`src/logic/dgs_diag_map.vh`:
```
`ifndef DGS_DIAG_MAP_VH
`define DGS_DIAG_MAP_VH

// Byte addresses on the serial register port
`define DGS_ADDR_MISC_LO     7'h34
`define DGS_ADDR_MISC_HI     7'h35
`define DGS_ADDR_DIAG_LO     7'h3C
`define DGS_ADDR_DIAG_HI     7'h3D

// misc_control layout
`define DGS_MISC_RESET       16'h0006
`define DGS_MISC_KEEP_MASK   16'h03C7
`define DGS_MISC_MEMTEST     11
`define DGS_MISC_SELFTEST    10
`define DGS_MISC_STIM_NEG    9
`define DGS_MISC_STIM_POS    8

// diagnostic_error_status layout
`define DGS_DIAG_RESET       16'h0000
`define DGS_DIAG_ZFAIL       15
`define DGS_DIAG_YFAIL       14
`define DGS_DIAG_XFAIL       13
`define DGS_DIAG_GFAIL       10
`define DGS_DIAG_ALM2        9
`define DGS_DIAG_ALM1        8
`define DGS_DIAG_FLASH       6
`define DGS_DIAG_STERR       5
`define DGS_DIAG_OVR         4
`define DGS_DIAG_SPI         3
`define DGS_DIAG_FUPD        2
`define DGS_DIAG_SUPHI       1
`define DGS_DIAG_SUPLO       0

// Timing and sizes
`define DGS_ST_SETTLE        8
`define DGS_FLASH_DEPTH      256
`define DGS_FLASH_AW         8

`endif

```
`src/logic/dgs_selftest_seq.v`:
```
`include "dgs_diag_map.vh"

module dgs_selftest_seq #(
  parameter SETTLE = `DGS_ST_SETTLE,
  parameter NSENS  = 4
) (
  input  wire             clk_sys,
  input  wire             srst,
  input  wire             sampleTick,
  input  wire             start,
  input  wire [NSENS-1:0] respOk,
  output reg              stimPos,
  output reg              stimNeg,
  output reg              busy,
  output reg              done,
  output reg  [NSENS-1:0] fail
);

  localparam [1:0] S_IDLE = 2'd0;
  localparam [1:0] S_POS  = 2'd1;
  localparam [1:0] S_NEG  = 2'd2;
  localparam [1:0] S_FIN  = 2'd3;

  reg [1:0]       state;
  reg [7:0]       cnt;
  reg [NSENS-1:0] posOk;

  localparam [31:0] SETTLE_M1 = SETTLE - 1;

  wire settled = sampleTick && (cnt == SETTLE_M1[7:0]);

  always @(posedge clk_sys) begin
    if (srst) begin
      state   <= S_IDLE;
      cnt     <= 8'h00;
      posOk   <= {NSENS{1'b0}};
      stimPos <= 1'b0;
      stimNeg <= 1'b0;
      busy    <= 1'b0;
      done    <= 1'b0;
      fail    <= {NSENS{1'b0}};
    end else begin
      done <= 1'b0;
      if (sampleTick && !settled)
        cnt <= cnt + 8'h01;
      case (state)
        S_IDLE: begin
          cnt <= 8'h00;
          if (start) begin
            state   <= S_POS;
            busy    <= 1'b1;
            stimPos <= 1'b1;
          end
        end
        S_POS: begin
          if (settled) begin
            posOk   <= respOk;
            cnt     <= 8'h00;
            stimPos <= 1'b0;
            stimNeg <= 1'b1;
            state   <= S_NEG;
          end
        end
        S_NEG: begin
          if (settled) begin
            // A sensor passes only if both polarities answered in range
            fail    <= ~(posOk & respOk);
            stimNeg <= 1'b0;
            state   <= S_FIN;
          end
        end
        S_FIN: begin
          done  <= 1'b1;
          busy  <= 1'b0;
          state <= S_IDLE;
        end
        default: state <= S_IDLE;
      endcase
    end
  end

endmodule

```
`src/logic/dgs_diag_status.v`:
```
// Functional notes
// - Self-test start stimulates every sensor, judges each, records per-sensor failures.
// - Self-test enable bit returns to 0 by itself when the routine ends.
// - Two manual stimulus bits hold stimulus applied while set.
// - Bit 9 gives negative stimulus, bit 8 positive; active at 1.
// - Memory test bit starts a flash checksum and pass/fail comparison.
// - Memory test bit clears itself when the checksum finishes.
// - Flash checksum failure shows as 1 in status bit 6.
// - Every status register read clears all error flags but the two supply flags in bits 1 and 0.
// - A persisting error sets its flag again on the next sample cycle.
// - Supply flags clear themselves when the supply returns inside range.
// - Supply-high flag follows monitor at or above upper limit.
// - Supply-low flag follows monitor at or below lower limit.
// - Z, Y, X accel failures in bits 15..13, gyro failure in bit 10.
// - Bit 5 summarises any self-test error.
// - Alarm 2 in bit 9, alarm 1 in bit 8, 1 while active.
// - Overrange bit 4, serial failure bit 3, flash update failure bit 2.
`include "dgs_diag_map.vh"

module dgs_diag_status #(
  parameter ST_SETTLE   = `DGS_ST_SETTLE,
  parameter FLASH_DEPTH = `DGS_FLASH_DEPTH,
  parameter FLASH_AW    = `DGS_FLASH_AW
) (
  input  wire                clk_sys,
  input  wire                srst,
  input  wire                sampleTick,
  input  wire                wrEn,
  input  wire [6:0]          wrAddr,
  input  wire [7:0]          wrData,
  input  wire                rdEn,
  input  wire [6:0]          rdAddr,
  output reg  [15:0]         rdData,
  input  wire [3:0]          respOk,
  output reg                 stimPos,
  output reg                 stimNeg,
  output reg  [FLASH_AW-1:0] flashAddr,
  output reg                 flashRdEn,
  input  wire [15:0]         flashData,
  input  wire                supplyHigh,
  input  wire                supplyLow,
  input  wire                alarm1,
  input  wire                alarm2,
  input  wire                overrange,
  input  wire                serialFail,
  input  wire                flashUpdFail,
  output reg  [7:0]          miscConfig
);

  localparam [1:0] M_IDLE = 2'd0;
  localparam [1:0] M_RUN  = 2'd1;
  localparam [1:0] M_WAIT = 2'd2;

  localparam [31:0]         FLASH_LAST_W = FLASH_DEPTH - 1;
  localparam [FLASH_AW-1:0] FLASH_LAST   = FLASH_LAST_W[FLASH_AW-1:0];
  localparam [15:0]         KEEP_MASK    = `DGS_MISC_KEEP_MASK;
  localparam [6:0]          ADDR_DIAG    = `DGS_ADDR_DIAG_LO;
  localparam [6:0]          ADDR_MISC    = `DGS_ADDR_MISC_LO;

  reg  [15:0]         misc;
  reg  [15:0]         diag;
  reg  [15:0]         next_diag;
  reg  [15:0]         cond;
  reg  [1:0]          mState;
  reg  [15:0]         sum;
  reg                 pend;
  reg                 pendLast;
  reg                 memDone;
  reg                 flashBad;
  reg                 stStart;

  wire                stBusy;
  wire                stDone;
  wire                seqPos;
  wire                seqNeg;
  wire [3:0]          stFail;

  wire wrMiscLo = wrEn && (wrAddr == `DGS_ADDR_MISC_LO);
  wire wrMiscHi = wrEn && (wrAddr == `DGS_ADDR_MISC_HI);
  wire rdDiag   = rdEn && (rdAddr[6:1] == ADDR_DIAG[6:1]);
  wire rdMisc   = rdEn && (rdAddr[6:1] == ADDR_MISC[6:1]);

  wire stReq  = wrMiscHi && wrData[`DGS_MISC_SELFTEST - 8] && !stBusy && !stStart;
  wire memReq = wrMiscHi && wrData[`DGS_MISC_MEMTEST - 8] && (mState == M_IDLE);
  wire memBusy = (mState != M_IDLE);

  wire [15:0] miscView = (misc & `DGS_MISC_KEEP_MASK)
                       | ({15'h0000, memBusy} << `DGS_MISC_MEMTEST)
                       | ({15'h0000, stBusy | stStart} << `DGS_MISC_SELFTEST);

  dgs_selftest_seq #(
    .SETTLE (ST_SETTLE),
    .NSENS  (4)
  ) u_seq (
    .clk_sys    (clk_sys),
    .srst       (srst),
    .sampleTick (sampleTick),
    .start      (stStart),
    .respOk     (respOk),
    .stimPos    (seqPos),
    .stimNeg    (seqNeg),
    .busy       (stBusy),
    .done       (stDone),
    .fail       (stFail)
  );

  // Control register and self-test launch
  always @(posedge clk_sys) begin
    if (srst) begin
      misc       <= `DGS_MISC_RESET;
      stStart    <= 1'b0;
      miscConfig <= 8'h00;
      stimPos    <= 1'b0;
      stimNeg    <= 1'b0;
    end else begin
      stStart <= stReq;
      if (wrMiscLo)
        misc[7:0] <= wrData & KEEP_MASK[7:0];
      if (wrMiscHi)
        misc[15:8] <= wrData & KEEP_MASK[15:8];
      miscConfig <= misc[7:0];
      // Manual and automatic stimulus share the sensor drive lines
      stimPos <= misc[`DGS_MISC_STIM_POS] | seqPos;
      stimNeg <= misc[`DGS_MISC_STIM_NEG] | seqNeg;
    end
  end

  // Flash checksum: sum of all words but the last must equal the last
  always @(posedge clk_sys) begin
    if (srst) begin
      mState    <= M_IDLE;
      flashAddr <= {FLASH_AW{1'b0}};
      flashRdEn <= 1'b0;
      sum       <= 16'h0000;
      pend      <= 1'b0;
      pendLast  <= 1'b0;
      memDone   <= 1'b0;
      flashBad  <= 1'b0;
    end else begin
      memDone  <= 1'b0;
      pend     <= flashRdEn;
      pendLast <= flashRdEn && (flashAddr == FLASH_LAST);
      case (mState)
        M_IDLE: begin
          if (memReq) begin
            flashAddr <= {FLASH_AW{1'b0}};
            flashRdEn <= 1'b1;
            sum       <= 16'h0000;
            mState    <= M_RUN;
          end
        end
        M_RUN: begin
          if (flashAddr == FLASH_LAST) begin
            flashRdEn <= 1'b0;
            mState    <= M_WAIT;
          end else begin
            flashAddr <= flashAddr + {{(FLASH_AW-1){1'b0}}, 1'b1};
          end
          if (pend)
            sum <= sum + flashData;
        end
        M_WAIT: begin
          if (pend && pendLast) begin
            flashBad <= (sum != flashData);
            memDone  <= 1'b1;
            mState   <= M_IDLE;
          end else if (pend) begin
            sum <= sum + flashData;
          end
        end
        default: mState <= M_IDLE;
      endcase
    end
  end

  // Conditions that re-arm the sticky flags on each sample cycle
  always @* begin
    cond                  = 16'h0000;
    cond[`DGS_DIAG_ZFAIL] = stFail[3];
    cond[`DGS_DIAG_YFAIL] = stFail[2];
    cond[`DGS_DIAG_XFAIL] = stFail[1];
    cond[`DGS_DIAG_GFAIL] = stFail[0];
    cond[`DGS_DIAG_ALM2]  = alarm2;
    cond[`DGS_DIAG_ALM1]  = alarm1;
    cond[`DGS_DIAG_FLASH] = flashBad;
    cond[`DGS_DIAG_STERR] = |stFail;
    cond[`DGS_DIAG_OVR]   = overrange;
    cond[`DGS_DIAG_SPI]   = serialFail;
    cond[`DGS_DIAG_FUPD]  = flashUpdFail;
  end

  always @* begin
    next_diag = diag;
    if (rdDiag)
      next_diag = 16'h0000;
    // Setting after clearing lets a same-cycle event win over the read
    if (sampleTick)
      next_diag = next_diag | cond;
    if (stDone) begin
      next_diag[`DGS_DIAG_ZFAIL] = next_diag[`DGS_DIAG_ZFAIL] | stFail[3];
      next_diag[`DGS_DIAG_YFAIL] = next_diag[`DGS_DIAG_YFAIL] | stFail[2];
      next_diag[`DGS_DIAG_XFAIL] = next_diag[`DGS_DIAG_XFAIL] | stFail[1];
      next_diag[`DGS_DIAG_GFAIL] = next_diag[`DGS_DIAG_GFAIL] | stFail[0];
      next_diag[`DGS_DIAG_STERR] = next_diag[`DGS_DIAG_STERR] | (|stFail);
    end
    // The verdict is latched with the done pulse; the flash bus has moved on by now
    if (memDone)
      next_diag[`DGS_DIAG_FLASH] = next_diag[`DGS_DIAG_FLASH] | flashBad;
    next_diag[`DGS_DIAG_SUPHI] = supplyHigh;
    next_diag[`DGS_DIAG_SUPLO] = supplyLow;
    next_diag[12:11] = 2'b00;
    next_diag[7]     = 1'b0;
  end

  always @(posedge clk_sys) begin
    if (srst) begin
      diag   <= `DGS_DIAG_RESET;
      rdData <= 16'h0000;
    end else begin
      diag <= next_diag;
      if (rdDiag)
        rdData <= diag;
      else if (rdMisc)
        rdData <= miscView;
      else if (rdEn)
        rdData <= 16'h0000;
    end
  end

endmodule

```
`config.mk`:
```
export PLATFORM = sky130hd
export DESIGN_NAME = dgs_diag_status
export DESIGN_NICKNAME = d
export VERILOG_FILES = /design/src/logic/dgs_selftest_seq.v /design/src/logic/dgs_diag_status.v
export VERILOG_INCLUDE_DIRS = /design/src /design/src/logic
export SDC_FILE = /design/constraint.sdc
export NUM_CORES = 1
export LEC_CHECK = 0
export BUFFER_PORTS_ARGS = -buffer_cell sky130_fd_sc_hd__buf_2
export CORE_MARGIN = 3
export CORE_UTILIZATION = 55
export DETAILED_ROUTE_END_ITERATION = 12
export PLACE_DENSITY = 0.8
export SLEW_MARGIN = 20
export SYNTH_ARGS = -nofsm -noshare
export SYNTH_HDL_FRONTEND = slang
export SYNTH_SLANG_ARGS = --single-unit
```
`constraint.sdc`:
```
create_clock -name clk_sys -period 6.6 [get_ports clk_sys]
set_clock_uncertainty 0.05 [all_clocks]
set_input_delay 0.99 -clock clk_sys [delete_from_list [all_inputs] [get_ports clk_sys]]
set_output_delay 0.99 -clock clk_sys [all_outputs]
set_load 0.005 [all_outputs]
```
== Word level (Yosys, flattened, before mapping) ==
Index checks and enable logic that the tools add are counted.

* Equality and inequality tests: 20
* Add/sub/neg operators: 3
* Mux-type cells: 38
* Reduce and logical (&&, ||, !) cells: 38
* Bitwise gates (word level): 15

{| class="wikitable"
|+ Operators with widths
! operator !! number
|-
| $mux W16 || 8
|-
| $pmux W16 S3 || 1
|-
| $mux W8 || 4
|-
| $pmux W8 S2 || 2
|-
| $reduce_and A3 Y1 || 7
|-
| $add A16 B16 Y16 || 1
|-
| $add A8 B1 Y8 const B || 2
|-
| $ne A16 B16 Y1 || 1
|-
| $or A16 B16 Y16 || 1
|-
| $eq A7 B6 Y1 const B || 2
|-
| $logic_and A1 B1 Y1 || 13
|-
| $eq A6 B5 Y1 const B || 2
|-
| $mux W2 || 6
|-
| $ne A2 B2 Y1 const B || 6
|-
| $or A10 B12 Y12 || 1
|-
| $or A12 B11 Y12 || 1
|-
| $mux W1 || 10
|-
| $reduce_bool A2 Y1 || 5
|-
| $or A1 B1 Y1 || 9
|-
| $eq A8 B3 Y1 const B || 1
|-
| $eq A8 B8 Y1 const B || 1
|-
| $pmux W1 S2 || 4
|-
| $pmux W2 S4 || 1
|-
| $reduce_and A2 Y1 || 4
|-
| other kinds (13) || 21
|}

* Logic and storage cells: 139
* Input bits: 54
* Output and inout port bits: 35
* Bits in registers: 100

== Logic depth before layout (Yosys ltp) ==
* Word-level depth: 7
* Depth in mapped cells: 8
* Depth with buffers taken out: 8

== Cells and area by module ==
From an unflattened synthesis, not the netlist that was laid out.

* Cell total of the unflattened synthesis: 537
* Area, all modules: 4687.0 um2

{| class="wikitable"
|+ By module, submodules not included
! module !! sequential area each (um2) !! instances !! area an instance (um2) !! cells each
|-
| dgs_diag_status || 1481.4 || 1 || 3688.5 || 434
|-
| dgs_selftest_seq || 440.4 || 1 || 998.5 || 103
|}

== Worst setup path after synthesis ==
OpenSTA, ideal clock, no wires.

* Path kind: input -> register
* Start point: input flashData[0]
* End point: register sum[12]
* Stages: 8
* Setup time: 117 ps
* Arrival time: 2814 ps
* Path buffers: 0
* Required time: 6433 ps
* Path slack: 3619 ps
* Path through: ha_1 fa_1 a21o_1 a221oi_1 o31ai_1 a21boi_0 xnor2_1 a22o_1

* Word-level cells in the longest chain between the ends: 4

{| class="wikitable"
|+ RTL lines
! item !! line !! text
|-
| from (decl) || dgs_diag_status.v:39 || <nowiki>input wire [15:0] flashData,</nowiki>
|-
| $add A16 B16 Y16 (*) || dgs_diag_status.v:160, dgs_diag_status.v:168 ||
|-
| $mux W16 (*) || dgs_diag_status.v:159, dgs_diag_status.v:167 ||
|-
| $mux W16 || dgs_diag_status.v:163 || <nowiki>if (pend && pendLast) begin</nowiki>
|-
| $pmux W16 S3 (*) || dgs_diag_status.v:143 || <nowiki>case (mState)</nowiki>
|-
| to (signal assigned) || dgs_diag_status.v:160 || <nowiki>sum <= sum + flashData;</nowiki>
|-
| to (signal assigned) || dgs_diag_status.v:168 || <nowiki>sum <= sum + flashData;</nowiki>
|-
| to (decl) || dgs_diag_status.v:65 || <nowiki>reg [15:0] sum;</nowiki>
|}

Every way passes the cells marked *; elsewhere a longest branch is shown, timed or not. The select of a mux whose other input is x is not followed.
A chain may end at the register's enable or synchronous reset.

== Final worst setup path ==
* Start point: input flashData[0]
* End point: register sum[14]

The elaborated chain is that of the path after synthesis.

==> reports/metrics.cfg <==
[setup_path]
crit_slowest_cell=a221oi_1
crit_arrival_ns=3.30
path_class=input pin to flop
worst_path_largest_cell_delay_ns=0.52
end_kind=flop
r2r_setup_slack_ns=3.94
crit_family=compound AO/OA/AOI/OAI gates
worst_r2r_endpoint=sum[14]
worst-r2r-cell-count=8
cp.required_ns=6.82
r2r_start=sum[0]
crit_path_start_kind=input pin
crit_fanout=3
crit_chain=buf_2, ha_1, fa_1, a21o_1, a221oi_1, o31ai_1, a31oi_1, xnor2_1, a22o_1
critical_path_buf_inv_count=1

[global_route]
grt.total_usage=0.2087
grt_overflow=0
grt_pass1_vias=3636
antenna_found_initial=0
grt_start_max_net_pins=83
grt_pass1_wl_um=16540

[sta]
fmax_ghz=0.3238
finalCritPeriodShare=0.4680
hold_viol=0
finalMaxSlewViolations=0
rsz0062_at_grt=false
maxSlewHeadroom=0.4497
setup_violations=0
tightest_slew_ns=0.8255
layout_min_cycle_time_ns=3.089
tns_ns=0

[worst_hold_path]
hold_end=u_seq.fail[3]
hp-class=flop to flop
hold_depth=1
worstHoldStart=u_seq.posOk[3]

[clock_tree]
cts_num_sinks=96
cts_tree=done
numCtsBuffers=9
cts_root_buf=clkbuf_8
htreeDepth=3
clkTransAtPathRegs_ns=0.10
cts_resized=0
cts_setup_buffers=0
insertion_delay_ns=0.36
cts_hold_buf=0
clockBufferDepth=2

[yosys]
muxShareOfSynthArea=0.04582
synth-simple-area-share=0.2023
synth_compound_area_frac=0.1662
synth_edf_count=0
syn_inst=500
synth_xor_area_frac=0.05023
yosys_most_used_dff=dfxtp_1
synth_top_family_by_area=simple AND/OR/NAND/NOR gates
syn_area_per_cell_um2=9.066
synth_fa_ha_area_frac=0.07342
yosys.cell_types.count=59
yosysSeqAreaShare=0.4240
synth_area_mm2=0.004533
yosysWarnings=0
synth-async-reset-ratio=0
ys_ff_latch=96

[route]
first_pass_iters=4
drc=0
wire_per_inst_um=14.53
vias_per_cell=5.575
num_vias=3791
wirelength_um=9882
drtAntennaViolNets=0
drt_iter0_drc=113

[power_and_ir_drop]
irDropWorstVdd_mv=0.1366
cellLeakagePower_nw=2.232
p_per_area_mw_per_mm2=208.1

[run_status]
status=complete, no violations

[finish]
fin_util=0.6617
antenna_cells=0
nets=653
layout-drive-gt1-share=0.1990
fillers=667
area_growth_pct=14.55

[die]
ioPinCount=89
num_rows=32
coreArea_mm2=0.007848
die_x_um=96.79
die_h_um=96.79
die_area_mm2=0.009367
start_util=0.5776

[placement]
hpwl_um=7237
gp_congestion=0.8902
port_buffers=81

[run]
drv_cap=0

==> cells in the mapped netlist, types with 7 or more instances <==
library cell / n / area [um2]
nand2_1: 30 / 112.6
o21ai_0: 9 / 45.04
a22oi_1: 30 / 225.2
and3_1: 7 / 43.79
xor2_1: 12 / 105.1
ha_1: 25 / 312.8
xnor2_1: 14 / 122.6
nor3_1: 7 / 35.03
nor2_1: 81 / 304.0
a21oi_1: 29 / 145.1
mux2i_1: 14 / 140.1
nor2b_1: 10 / 62.56
dfxtp_1: 96 / 1922
inv_1: 16 / 60.06
clkbuf_1: 13 / 48.80
nand3_1: 13 / 65.06
==> sequential cells by signal, indices dropped and copies added, names as in the netlist, 2 cells and up <==
register / flops
diag: 13
u_seq.state: 2
mState: 2
u_seq.posOk: 4
rdData: 15
miscConfig: 5
u_seq.fail: 4
misc: 7
u_seq.cnt: 8
sum: 16
flashAddr: 8
==> stage by stage <==
| step | power (mW) | instance area, um2 | std cells | hold slack [ns] | worst slack, ns |
|---|---|---|---|---|---|
| 3_5_place_dp | 0.6945 | 4984 | 664 | 0.3995 | 3.188 |
| 2_1_floorplan | 0.6634 | 4544 | 503 | 0.3737 | 3.619 |
| 6_report | 1.080 | 5192 | 680 | 0.4071 | 3.511 |
| 4_1_cts | 1.093 | 5192 | 680 | 0.4074 | 3.578 |
| 5_1_grt | 1.126 | 5192 | 680 | 0.4120 | 3.449 |
| 3_3_place_gp | 0.6915 | 4984 | 664 | 0.3782 | 3.279 |
==> power by group <==
part           leakage, nW  internal [mW]  switching [mW]
logic                 1.35         0.0375          0.0547
registers            0.776          0.585         0.00401
clock network        0.107          0.183           0.215
total                 2.23          0.806           0.274
==> cell families (layout without fill, tap and decap cells) <==
family | Yosys count | in the layout
xor gates and xnor gates | 26 | 26
buffers and inverters | 40 | 115
other | 1 | 4
DFF | 96 | 96
and+or+nand+nor | 183 | 183
adders and majority gates | 26 | 26
AOI/OAI and AO/OA | 108 | 108
muxes | 20 | 20
==> worst register-to-register path: stages, from the launching register on <==
cell,delay [ns]
dfxtp_1,0.33
ha_1,0.22
fa_1,0.41
a21o_1,0.21
a221oi_1,0.52
o31ai_1,0.27
a31oi_1,0.28
xnor2_1,0.09
a22o_1,0.19
==> per-layer routing <==
metal,vias up,global-route usage,part of all wire
li1,1919,-,-
met1,1754,0.2700,0.45
met2,101,0.3450,0.48
met3,17,0.05047,0.052
met4,0,0.06371,0.016
met5,-,0,0
==> layout make-up <==
| class | count | area (um2) | share of cell area |
|---|---|---|---|
| Multi-Input combinational cell | 367 | 2454 | 0.4725 |
| Clock inverter | 7 | 85.08 | 0.01639 |
| Timing Repair Buffer | 83 | 420.4 | 0.08096 |
| Inverter | 16 | 60.06 | 0.01157 |
| Tap cell | 102 | 127.6 | 0.02458 |
| Sequential cell | 96 | 1922 | 0.3701 |
| Clock buffer | 9 | 123.9 | 0.02386 |
==> worst max path at each step <==
stage,cells after the start,end,slack (ns),from
CTS,9,sum[14],3.58,flashData[0]
floorplan,8,sum[12],3.62,flashData[0]
global route,9,sum[14],3.45,flashData[0]
detailed placement,9,sum[14],3.19,flashData[0]
finish,9,sum[14],3.51,flashData[0]
global placement,9,sum[12],3.28,flashData[0]
==> cell usage in the layout (no fill, tap or decap), types with 10 or more instances in the layout <==
master | netlist | layout
dfxtp_1 | 96 | 96
mux2i_1 | 14 | 14
xnor2_1 | 14 | 14
a22oi_1 | 30 | 30
xor2_1 | 12 | 12
a21oi_1 | 29 | 29
nor2b_1 | 10 | 10
ha_1 | 25 | 25
nand3_1 | 13 | 13
inv_1 | 16 | 16
nor2_1 | 81 | 81
nand2_1 | 30 | 30
buf_2 | 3 | 81
No activity file was read; power rests on OpenSTA's default activity.
